<file path="src/core/crbc_defs.vh">
// Register map, field positions and reset values of the receive buffer control
`ifndef CRBC_DEFS_VH
`define CRBC_DEFS_VH

// ****************************************
// Register offsets (byte addresses)
// ****************************************
`define CRBC_OFS_BUF0_CTRL 8'h00
`define CRBC_OFS_BUF1_CTRL 8'h04
`define CRBC_OFS_MODE      8'h08
`define CRBC_OFS_IRQ_STAT  8'h0C

// ****************************************
// Control register fields
// ****************************************
`define CRBC_BIT_FULL     7
`define CRBC_BIT_RXM_HI   6
`define CRBC_BIT_RXM_LO   5
`define CRBC_BIT_RTR_ENH  5
`define CRBC_BIT_RTR_LEG  3
`define CRBC_BIT_DBEN     2
`define CRBC_BIT_JUMP_TABLE_OFFSET    1
`define CRBC_BIT_HIT0     0

// ****************************************
// Mode register and status fields
// ****************************************
`define CRBC_MODE_LEGACY  2'h0
`define CRBC_BIT_IRQ0     0
`define CRBC_BIT_IRQ1     1

// ****************************************
// Receive mode codes (legacy)
// ****************************************
`define CRBC_RXM_ALL      2'h3
`define CRBC_RXM_EXT      2'h2
`define CRBC_RXM_STD      2'h1
`define CRBC_RXM_VALID    2'h0

// ****************************************
// Reset values
// ****************************************
`define CRBC_RST_RXM      2'h0
`define CRBC_RST_HIT      5'h00
`define CRBC_RST_MODE     2'h0
`define CRBC_RST_DATA     32'h0000_0000

`endif

</file>
<file path="src/core/crbc_wb_slave.v">
// Classic Wishbone handshake and address decode for the control registers
`timescale 1ns/1ps
`include "crbc_defs.vh"
module crbc_wb_slave (
    input  wire       core_clk,
    input  wire       srst,
    input  wire       clkEn,
    input  wire       wb_cyc_i,
    input  wire       wb_stb_i,
    input  wire       wb_we_i,
    input  wire [7:0] wb_adr_i,
    input  wire [3:0] wb_sel_i,
    output wire       wb_ack_o,
    output wire       rdLatch,
    output wire       wrStrobe,
    output reg  [1:0] regIdx,
    output reg        regHit
);
    reg ackQ;

    // Data sampled one edge before ack, write done on the ack edge
    assign rdLatch  = wb_cyc_i & wb_stb_i & ~ackQ;
    assign wrStrobe = ackQ & wb_cyc_i & wb_stb_i & wb_we_i & wb_sel_i[0] & regHit;
    assign wb_ack_o = ackQ;

    always @* begin
        regHit = 1'b1;
        regIdx = 2'h0;
        if (wb_adr_i == `CRBC_OFS_BUF0_CTRL) begin
            regIdx = 2'h0;
        end else if (wb_adr_i == `CRBC_OFS_BUF1_CTRL) begin
            regIdx = 2'h1;
        end else if (wb_adr_i == `CRBC_OFS_MODE) begin
            regIdx = 2'h2;
        end else if (wb_adr_i == `CRBC_OFS_IRQ_STAT) begin
            regIdx = 2'h3;
        end else begin
            regHit = 1'b0;
        end
    end

    always @(posedge core_clk) begin
        if (srst) begin
            ackQ <= 1'b0;
        end else if (clkEn) begin
            ackQ <= wb_cyc_i & wb_stb_i & ~ackQ;
        end
    end
endmodule

</file>
<file path="src/core/crbc_accept.v">
// Frame acceptance decision for one receive buffer
`timescale 1ns/1ps
`include "crbc_defs.vh"
module crbc_accept (
    input  wire       legacy,
    input  wire [1:0] rxMode,
    input  wire       frameErr,
    input  wire       frameExt,
    input  wire       frameHit,
    input  wire       frameHitExtSel,
    input  wire       toThis,
    output reg        accept
);
    wire valid;
    wire routed;

    assign valid  = ~frameErr & frameHit & toThis;
    assign routed = frameHit & toThis;

    always @* begin
        accept = 1'b0;
        if (legacy) begin
            case (rxMode)
                // Still routed by filter index, so buffer 1 never sees codes 0/1 here
                `CRBC_RXM_ALL:   accept = toThis;
                `CRBC_RXM_EXT:   accept = valid & frameExt & frameHitExtSel;
                `CRBC_RXM_STD:   accept = valid & ~frameExt & ~frameHitExtSel;
                default:         accept = valid & (frameExt == frameHitExtSel);
            endcase
        end else begin
            accept = rxMode[1] ? 1'b1 : valid;
        end
        if (!legacy && rxMode[1] == 1'b0 && !routed) begin
            accept = 1'b0;
        end
    end
endmodule

</file>
<file path="src/core/crbc_top.v">
// Control and status of the two dedicated CAN receive buffers
//
// How it works
// Full flag set when a frame stored
// Full buffer refuses any new frame
// Software clears full before interrupt flag
// Interrupt flag re-sets while full stays set; the code does this for buffer 0 only
// Legacy mode 11 accepts every frame
// Legacy mode 10 takes valid extended frames
// Legacy mode 01 takes valid standard frames
// Legacy mode 00 follows filter extended select
// Enhanced mode bit bypasses filters when set
// Read-only remote request flag, bit 3/5
// Double buffer overflows buffer 0 into 1
// Jump offset bit mirrors double buffer enable
// Offset copy shares one jump table
// Legacy buffer 0 bit 0 names filter
// Enhanced five-bit filter hit index
// Legacy buffer 1 three-bit filter hit code
// Buffer 1 codes 0/1 only via overflow
// Layout follows functional mode setting
// Writing one to full does nothing
//
// Decided for this implementation: the Wishbone register port and the register addresses.
`timescale 1ns/1ps
`include "crbc_defs.vh"
module crbc_top (
    input  wire        core_clk,
    input  wire        srst,
    input  wire        clkEn,
    input  wire        wb_cyc_i,
    input  wire        wb_stb_i,
    input  wire        wb_we_i,
    input  wire [7:0]  wb_adr_i,
    input  wire [3:0]  wb_sel_i,
    input  wire [31:0] wb_dat_i,
    output reg  [31:0] wb_dat_o,
    output wire        wb_ack_o,
    input  wire        frameValid,
    input  wire        frameErr,
    input  wire        frameExt,
    input  wire        frameRtr,
    input  wire        frameHit,
    input  wire [4:0]  frameHitIdx,
    input  wire        frameHitExtSel,
    input  wire        frameHitBuf1,
    output reg         storeBuf0,
    output reg         storeBuf1,
    output reg         storeOverflow,
    output reg         frameDropped,
    output wire        buffer0RxIrqFlag,
    output wire        buffer1RxIrqFlag
);
    // ****************************************
    // State
    // ****************************************
    reg  [1:0]  funcMode_q;
    reg  [1:0]  rxMode_q [0:1];
    reg  [1:0]  full_q;
    reg  [1:0]  rtr_q;
    reg  [4:0]  hit_q [0:1];
    reg         dben_q;
    reg  [1:0]  irq_q;

    reg  [1:0]  full_d;
    reg  [1:0]  irq_d;
    reg         store0;
    reg         store1;
    reg         overflow;
    reg         dropped;

    wire        legacy;
    wire        rdLatch;
    wire        wrStrobe;
    wire [1:0]  regIdx;
    wire        regHit;
    wire [1:0]  toBuf;
    wire [1:0]  accept;
    wire        legacyToBuf1;
    wire [7:0]  wrByte;
    reg  [7:0]  ctrl0;
    reg  [7:0]  ctrl1;
    reg  [31:0] rdData;

    assign legacy   = (funcMode_q == `CRBC_MODE_LEGACY);
    assign wrByte   = wb_dat_i[7:0];
    assign buffer0RxIrqFlag = irq_q[0];
    assign buffer1RxIrqFlag = irq_q[1];

    // ****************************************
    // Bus slave
    // ****************************************
    crbc_wb_slave uWb (
        .core_clk (core_clk),
        .srst     (srst),
        .clkEn    (clkEn),
        .wb_cyc_i (wb_cyc_i),
        .wb_stb_i (wb_stb_i),
        .wb_we_i  (wb_we_i),
        .wb_adr_i (wb_adr_i),
        .wb_sel_i (wb_sel_i),
        .wb_ack_o (wb_ack_o),
        .rdLatch  (rdLatch),
        .wrStrobe (wrStrobe),
        .regIdx   (regIdx),
        .regHit   (regHit)
    );

    // ****************************************
    // Frame routing
    // ****************************************
    // Legacy: filters 0/1 feed buffer 0, filters 2..5 feed buffer 1
    assign legacyToBuf1 = (frameHitIdx[4:1] != 4'h0);
    assign toBuf[0] = legacy ? ~legacyToBuf1 : ~frameHitBuf1;
    assign toBuf[1] = legacy ? legacyToBuf1 : frameHitBuf1;

    genvar gb;
    generate
        for (gb = 0; gb < 2; gb = gb + 1) begin : gAcc
            crbc_accept uAcc (
                .legacy         (legacy),
                .rxMode         (rxMode_q[gb]),
                .frameErr       (frameErr),
                .frameExt       (frameExt),
                .frameHit       (frameHit),
                .frameHitExtSel (frameHitExtSel),
                .toThis         (toBuf[gb]),
                .accept         (accept[gb])
            );
        end
    endgenerate

    // Placement decision for one arriving frame
    always @* begin
        store0   = 1'b0;
        store1   = 1'b0;
        overflow = 1'b0;
        dropped  = 1'b0;
        if (frameValid) begin
            if (accept[0] && !full_q[0]) begin
                store0 = 1'b1;
            end else if (accept[0] && legacy && dben_q && !full_q[1]) begin
                store1   = 1'b1;
                overflow = 1'b1;
            end else if (accept[1] && !full_q[1]) begin
                store1 = 1'b1;
            end else if (accept[0] || accept[1]) begin
                dropped = 1'b1;
            end
        end
    end

    // ****************************************
    // Full flags and interrupt flags
    // ****************************************
    always @* begin
        full_d = full_q;
        irq_d  = irq_q;
        if (wrStrobe && regIdx == 2'h0 && !wrByte[`CRBC_BIT_FULL]) begin
            full_d[0] = 1'b0;
        end
        if (wrStrobe && regIdx == 2'h1 && !wrByte[`CRBC_BIT_FULL]) begin
            full_d[1] = 1'b0;
        end
        if (wrStrobe && regIdx == 2'h3) begin
            if (!wrByte[`CRBC_BIT_IRQ0]) begin
                irq_d[0] = 1'b0;
            end
            if (!wrByte[`CRBC_BIT_IRQ1]) begin
                irq_d[1] = 1'b0;
            end
        end
        // Setting wins over a clear in the same cycle
        if (store0) begin
            full_d[0] = 1'b1;
            irq_d[0]  = 1'b1;
        end
        if (store1) begin
            full_d[1] = 1'b1;
            irq_d[1]  = 1'b1;
        end
        // A cleared buffer 0 interrupt comes back while buffer 0 data still waits
        if (full_d[0]) begin
            irq_d[0] = 1'b1;
        end
    end

    always @(posedge core_clk) begin
        if (srst) begin
            full_q <= 2'b00;
            irq_q  <= 2'b00;
        end else if (clkEn) begin
            full_q <= full_d;
            irq_q  <= irq_d;
        end
    end

    // ****************************************
    // Captured frame status
    // ****************************************
    always @(posedge core_clk) begin
        if (srst) begin
            rtr_q    <= 2'b00;
            hit_q[0] <= `CRBC_RST_HIT;
            hit_q[1] <= `CRBC_RST_HIT;
        end else if (clkEn) begin
            if (store0) begin
                rtr_q[0] <= frameRtr;
                hit_q[0] <= frameHitIdx;
            end
            if (store1) begin
                rtr_q[1] <= frameRtr;
                hit_q[1] <= frameHitIdx;
            end
        end
    end

    // ****************************************
    // Writable control fields
    // ****************************************
    always @(posedge core_clk) begin
        if (srst) begin
            rxMode_q[0] <= `CRBC_RST_RXM;
            rxMode_q[1] <= `CRBC_RST_RXM;
            dben_q      <= 1'b0;
            funcMode_q  <= `CRBC_RST_MODE;
        end else if (clkEn && wrStrobe) begin
            if (regIdx == 2'h0 || regIdx == 2'h1) begin
                rxMode_q[regIdx[0]][1] <= wrByte[`CRBC_BIT_RXM_HI];
                if (legacy) begin
                    rxMode_q[regIdx[0]][0] <= wrByte[`CRBC_BIT_RXM_LO];
                end
            end
            if (regIdx == 2'h0 && legacy) begin
                dben_q <= wrByte[`CRBC_BIT_DBEN];
            end
            if (regIdx == 2'h2) begin
                funcMode_q <= wrByte[1:0];
            end
        end
    end

    // ****************************************
    // Read view, layout per functional mode
    // ****************************************
    always @* begin
        if (legacy) begin
            ctrl0 = {full_q[0], rxMode_q[0], 1'b0, rtr_q[0],
                     dben_q, dben_q, hit_q[0][0]};
            ctrl1 = {full_q[1], rxMode_q[1], 1'b0, rtr_q[1],
                     hit_q[1][2:0]};
        end else begin
            ctrl0 = {full_q[0], rxMode_q[0][1], rtr_q[0], hit_q[0]};
            ctrl1 = {full_q[1], rxMode_q[1][1], rtr_q[1], hit_q[1]};
        end
    end

    always @* begin
        rdData = `CRBC_RST_DATA;
        if (regHit) begin
            case (regIdx)
                2'h0:    rdData = {24'h00_0000, ctrl0};
                2'h1:    rdData = {24'h00_0000, ctrl1};
                2'h2:    rdData = {30'h0000_0000, funcMode_q};
                default: rdData = {30'h0000_0000, irq_q};
            endcase
        end
    end

    always @(posedge core_clk) begin
        if (srst) begin
            wb_dat_o <= `CRBC_RST_DATA;
        end else if (clkEn && rdLatch) begin
            wb_dat_o <= rdData;
        end
    end

    // ****************************************
    // Store strobes toward the message storage
    // ****************************************
    always @(posedge core_clk) begin
        if (srst) begin
            storeBuf0     <= 1'b0;
            storeBuf1     <= 1'b0;
            storeOverflow <= 1'b0;
            frameDropped  <= 1'b0;
        end else if (clkEn) begin
            storeBuf0     <= store0;
            storeBuf1     <= store1;
            storeOverflow <= overflow;
            frameDropped  <= dropped;
        end
    end
endmodule

</file>
<file path="config.mk">
export PLATFORM = sky130hd
export DESIGN_NAME = crbc_top
export DESIGN_NICKNAME = d
export VERILOG_FILES = /design/src/core/crbc_wb_slave.v /design/src/core/crbc_accept.v /design/src/core/crbc_top.v
export VERILOG_INCLUDE_DIRS = /design/src /design/src/core
export SDC_FILE = /design/constraint.sdc
export NUM_CORES = 1
export LEC_CHECK = 0
export ABC_AREA = 1
export ABC_CLOCK_PERIOD_IN_PS = 2900
export BUFFER_PORTS_ARGS = -buffer_cell sky130_fd_sc_hd__buf_2
export CORE_MARGIN = 2
export CORE_UTILIZATION = 40
export DETAILED_ROUTE_END_ITERATION = 10
export PLACE_DENSITY = 0.69
export SYNTH_ARGS = -nofsm -noshare
export SYNTH_HDL_FRONTEND = slang
export SYNTH_SLANG_ARGS = --single-unit
</file>
<file path="constraint.sdc">
create_clock -name core_clk -period 2.9 [get_ports core_clk]
set_clock_uncertainty 0.1 [all_clocks]
set_input_delay 0.29 -clock core_clk [delete_from_list [all_inputs] [get_ports core_clk]]
set_output_delay 0.29 -clock core_clk [all_outputs]
set_load 0.05 [all_outputs]
</file>
## Word level (Yosys, flattened, before mapping)

Memories as Yosys holds them, arrays and structs flattened.
Cells that the tools add are included.

| word-level totals | value |
|---|---|
| register bits after elaboration | 46 |
| RAM bits | 14 |
| output and inout port bits | 39 |
| logic and storage cells | 173 |
| memories | 2 |

Memory list:

| name | depth | width | rd ports | clocked after memory_dff | wr ports | line | RTL |
|---|---|---|---|---|---|---|---|
| hit_q | 2 | 5 | 2 | 0 | 2 | crbc_top.v:61 | `reg [4:0] hit_q [0:1];` |
| rxMode_q | 2 | 2 | 2 | 0 | 2 | crbc_top.v:58 | `reg [1:0] rxMode_q [0:1];` |

| operators by class | value |
|---|---|
| equal/unequal tests | 15 |
| multiplexer cells | 70 |
| bitwise operators | 32 |
| reduce and logical (&&, ||, !) cells | 40 |

Operators by type and width:

| operator | number |
|---|---|
| two-way mux 1 bit | 55 |
| case mux 8 bit (3 select lines) | 1 |
| AND 1 bit | 22 |
| logical AND 1 bit | 17 |
| == test 8 x 4 -> 1 bit, second input constant | 2 |
| two-way mux 2 bit | 7 |
| == test 2 bit, second input constant | 6 |
| two-way mux 6 bit | 2 |
| two-way mux 5 bit | 2 |
| AND reduction 2 bit | 5 |
| == test 8 x 3 -> 1 bit, second input constant | 1 |
| zero test 8 bit | 1 |
| two-way mux 8 bit | 1 |
| NOT 1 bit | 8 |
| == test 2 x 1 -> 1 bit, second input constant | 3 |
| zero test 1 bit | 6 |
| case mux 1 bit (3 select lines) | 2 |
| AND reduction 3 bit | 2 |
| zero test 2 bit | 2 |
| nonzero test 2 bit | 2 |
| nonzero test 4 bit | 1 |
| != test 3 x 1 -> 1 bit, second input constant | 1 |
| nonzero test 3 bit | 1 |
| logical OR 1 bit | 2 |
| other kinds (4) | 5 |

## Longest topological paths before layout

| logic depth | value |
|---|---|
| depth after elaboration | 20 |
| gate-level depth with buffers | 12 |

## By module

A second synthesis with hierarchy kept.

| second synthesis, totals | value |
|---|---|
| cell total of the unflattened synthesis | 287 |
| area, all modules | 2105.8 µm² |

By module, submodules not included:

| module | times used | cells an instance | area each (µm²) |
|---|---|---|---|
| crbc_top | 1 | 240 | 1878.1 |
| crbc_wb_slave | 1 | 23 | 122.6 |
| crbc_accept | 2 | 12 | 52.6 |

## Worst setup path before layout

Ideal clock, no wire load.

| path | value |
|---|---|
| path type | reg-to-reg |
| start point | reg uWb.ackQ, in the netlist uWb.wb_ack_o |
| end point | mem rxMode_q[0][0] (enable) |
| arrival time | 1.424 ns |
| data required time | 2.507 ns |
| slack | 1.083 ns |
| stages on the path, launching flop included | 9 |
| path buffers | 0 |
| clock period less this slack | 1.817 ns |
| path through | dfxtp_1 nand3_1 nor2_1 nand2_2 nor2_2 nand3b_1 nor2_2 nand2_1 nand2_1 |

RTL lines:

| item | line | RTL |
|---|---|---|
| start: declaration | crbc_wb_slave.v:19 | `reg ackQ;` |
| start signal: assignment | crbc_wb_slave.v:46 | `ackQ <= wb_cyc_i & wb_stb_i & ~ackQ;` |
| end: declaration | crbc_top.v:58 |  |

==> summary.md <==
| Metric | Value |
|---|---|
| Status | finished clean |
| Worst Path Buf+Inv | 0 |
| Required time of the critical path | 2.77 ns |
| Sequential share of the synthesized area | 40.8% |
| Die Wd | 76.6 um |
| Top Family by Delay on Critical Path | simple AND/OR/NAND/NOR gates |
| Number of flops mapped to enable cells by yosys | 14 |
| Slowest CP cell | nor2_4 |
| Max VDD drop | 0.278 mV |
| CTS buffer count | 5 |
| Mapped Avg Cell Area | 7.67 um^2 |
| HP Start | wb_dat_i[2] |
| Clock tree buffer depth | 2 |
| Slew Limit Fails | 0 |
| Switching power | 0.308 mW |
| Post-route cell area | 2410 um^2 |
| Std cell rows | 26 |
| RSZ-0062 raised after global routing | no |
| Via count | 1830 |
| Rel. slew slack | 61.6% |
| CP max stage delay | 0.36 ns |
| H-tree levels | 2 |
| Cells after DPL | 387 |
| R2r setup slk | 0.79 ns |
| Routed len/inst | 11.6 um |
| Netlist cell types | 36 |
| N_diodes | 0 |
| CTS tree | built |
| TritonRoute pass-1 iters | 4 |
| Clk_lat worst skew | 0.29 ns |
| Core Box Area | 5110 um^2 |
| Final Hold Viols | 0 |
| CP arrival | 1.98 ns |
| Synth area leaders | dfxtp_1 (21%), edfxtp_1 (20%), nand2_1 (12%), buf_4 (8.5%), inv_1 (4.8%) |
| Synth warn | 0 |
| First-pass GRT wire length | 7600 um |
| Static Leakage | 1.14 nW |
| Yosys reg bits | 36 |
| Min-Delay Path Depth | 3 |
| Final std cells w/o fill | 395 |
| Antenna violations before repair | 0 |
| DRC viols | 0 |
| Post-cts sizing count | 0 |
| Post-detailed-route count of antenna-violating nets | 0 |
| Reg power frac | 49.4% |
| Post-Syn Instances | 275 |
| Post-CTS setup buffer count | 0 |
| Initial DRC Count | 78 |
| Cells on worst reg2reg path | 9 |
| Ratio of cells with drive above 1 in the final layout | 25.2% |
| Final wirelength | 4590 um |
| Die H | 76.6 um |
| Power per Cell Area | 454 nW/um^2 |
| Dpl hpwl | 3610 um |
| Max-capacitance violation count | 0 |
| Fillers | 533 |
| Final setup viols | 0 |
| IO buf count | 47 |
| Max Freq | 473 MHz |
| Fin nets | 386 |
| Largest net degree at the start of global routing | 19 |
| CP Class | flop to flop |
| Switching Share | 28.2% |
| Top_reg_cell synth | dfxtp_1 |
| CTS sink count | 36 |
| Vias per cell | 4.63 |
| Area Growth Syn to Fin | 14.3% |
| Crit path cell chain | nor2_4, nand3_2, nand2_2, nand3_1, nand3_2, nand3_2, nand2_2, nand2_1, nand2_1 |
| Final Critical Period | 2.11 ns |
| Worst reg2reg startpoint | funcMode_q[0] |
| Worst slew pin tran | 0.572 ns |
| Root buffer cell | clkbuf_8 |
| GP Congestion | 0.893 |
| I/O pin cnt | 101 |
| Reg clk slew, reported paths | 0.08 ns |
| Worst setup EP type | flop |
| Period utilisation layout | 72.9% |
| Hold Path End | dben_q |
| Most frequent CP cell | nand3_2 |
| Asr flop ratio synth | 0% |
| TNS Setup | 0 ns |
| Crit path launch type | flop |
| Vias in the first global route | 1640 |
| Power Internal | 0.785 mW |
| Die area | 5870 um^2 |
| Total GRT Usage | 16.7% |
| Hold buffers post-CTS | 0 |
| Clock share of power | 36.5% |
| Post-Syn Area | 2110 um^2 |
| Initial Util | 41.3% |
| Synth area leader | dfxtp_1 |
| Comb pwr share | 14.1% |
| Capturing point of the worst reg2reg path | hit_q[0][9] |
| Total congestion overflow after global routing | 0 |
| Worst Path Max Fanout | 14 |
| Yosys top cell area share | 20.9% |
| Hold Path Class | primary input to flop |
| Placed Area | 2310 um^2 |
## cell usage after synthesis (2+ instances only)
cell type	count
edfxtp_1	14
dfxtp_1	22
nand2_1	68
nand3_1	14
nand2_2	9
a31oi_1	2
nand3_2	5
buf_4	24
o21ai_0	12
nand3b_1	2
nor2_1	21
clkbuf_1	2
buf_6	2
nand4_1	5
nor2_4	2
a21oi_1	17
inv_1	27
clkinv_1	3
a22o_1	2
nor2_2	4
nor3_1	3
## routing by layer
metal | share of wire [%] | global-route usage [%]
met1 | 45 | 21.1
met2 | 46 | 26.5
met3 | 8.0 | 5.09
met4 | 1.1 | 6.73
met5 | 0 | 0
## state kept, by name, indices dropped and copies added, names as in the netlist
register and count:
irq_q 2, storeOverflow 1, storeBuf0 1, wb_dat_o 8
full_q 2, dben_q 1, rtr_q 2, frameDropped 1
funcMode_q 2, hit_q 10, rxMode_q 4, uWb.wb_ack_o 1
storeBuf1 1
## worst reg2reg max path, cell delays in order, from the launching register on
cell     delay (ns)
dfxtp_1        0.35
nor2_4         0.36
nand3_2        0.16
nand2_2        0.13
nand3_1        0.09
nand3_2        0.12
nand3_2        0.09
nand2_2        0.13
nand2_1        0.08
nand2_1        0.19
## cell families (layout without fill, tap and decap cells)
group / after synthesis / after routing / share of synthesized area, %
simple gates: 139 / 139 / 32.6
flops: 36 / 36 / 40.8
compound gates: 37 / 37 / 9.73
buf+inv: 61 / 88 / 16.2
other cells: 1 / 24 / 0.178
mux: 1 / 1 / 0.475
## power by group through the flow
stage	Clock [mW]	Combinational, mW	Sequential, mW
after global routing	0.429	0.166	0.540
after detailed placement	0	0.154	0.551
after global placement	0	0.153	0.551
after CTS	0.413	0.154	0.540
after floorplan	0	0.138	0.555
final	0.400	0.154	0.540
## metrics by stage
stage | setup WS, ns | total power [mW] | util [%] | hold slack (ns)
floorplan | 1.08 | 0.693 | - | 0.289
global placement | 0.797 | 0.703 | 45.2 | 0.342
detailed placement | 0.797 | 0.705 | 45.2 | 0.340
CTS | 0.766 | 1.11 | 47.2 | 0.117
global route | 0.581 | 1.14 | 47.2 | 0.129
finish | 0.786 | 1.09 | 47.2 | 0.122
## worst max-delay path by stage
stage	startpoint	endpoint	slack, ns	cells after the start
2_1_floorplan	uWb.wb_ack_o	rxMode_q[0][0]	1.08	8
3_3_place_gp	funcMode_q[0]	hit_q[0][8]	0.80	9
3_5_place_dp	funcMode_q[0]	hit_q[0][8]	0.80	9
4_1_cts	funcMode_q[0]	hit_q[0][8]	0.77	9
5_1_grt	funcMode_q[0]	hit_q[0][8]	0.58	9
6_report	funcMode_q[0]	hit_q[0][9]	0.79	9
## cell usage in the layout (no fill, tap or decap), types with 2 or more instances in the layout
cell / count
nand2_1: 68
buf_2: 47
inv_1: 27
conb_1: 24
dfxtp_1: 22
nor2_1: 21
a21oi_1: 17
nand3_1: 14
edfxtp_1: 14
o21ai_0: 12
nand2_2: 9
nand3_2: 5
nand4_1: 5
clkbuf_8: 5
nor2_2: 4
clkinv_1: 3
nor3_1: 3
nor2_4: 2
nand3b_1: 2
a31oi_1: 2
a22o_1: 2
## area by class of cell
| cell class | instances | area [um^2] | area share (%) |
|---|---|---|---|
| Multi-Input combinational cell | 201 | 993 | 41.2 |
| Timing Repair Buffer | 47 | 235 | 9.76 |
| Clock buffer | 7 | 97.6 | 4.05 |
| Inverter | 33 | 131 | 5.45 |
| Sequential cell | 36 | 861 | 35.7 |
| Clock inverter | 1 | 5.00 | 0.208 |
| Tap cell | 70 | 87.6 | 3.63 |
Note: power is estimated with default switching activity, not from simulation.
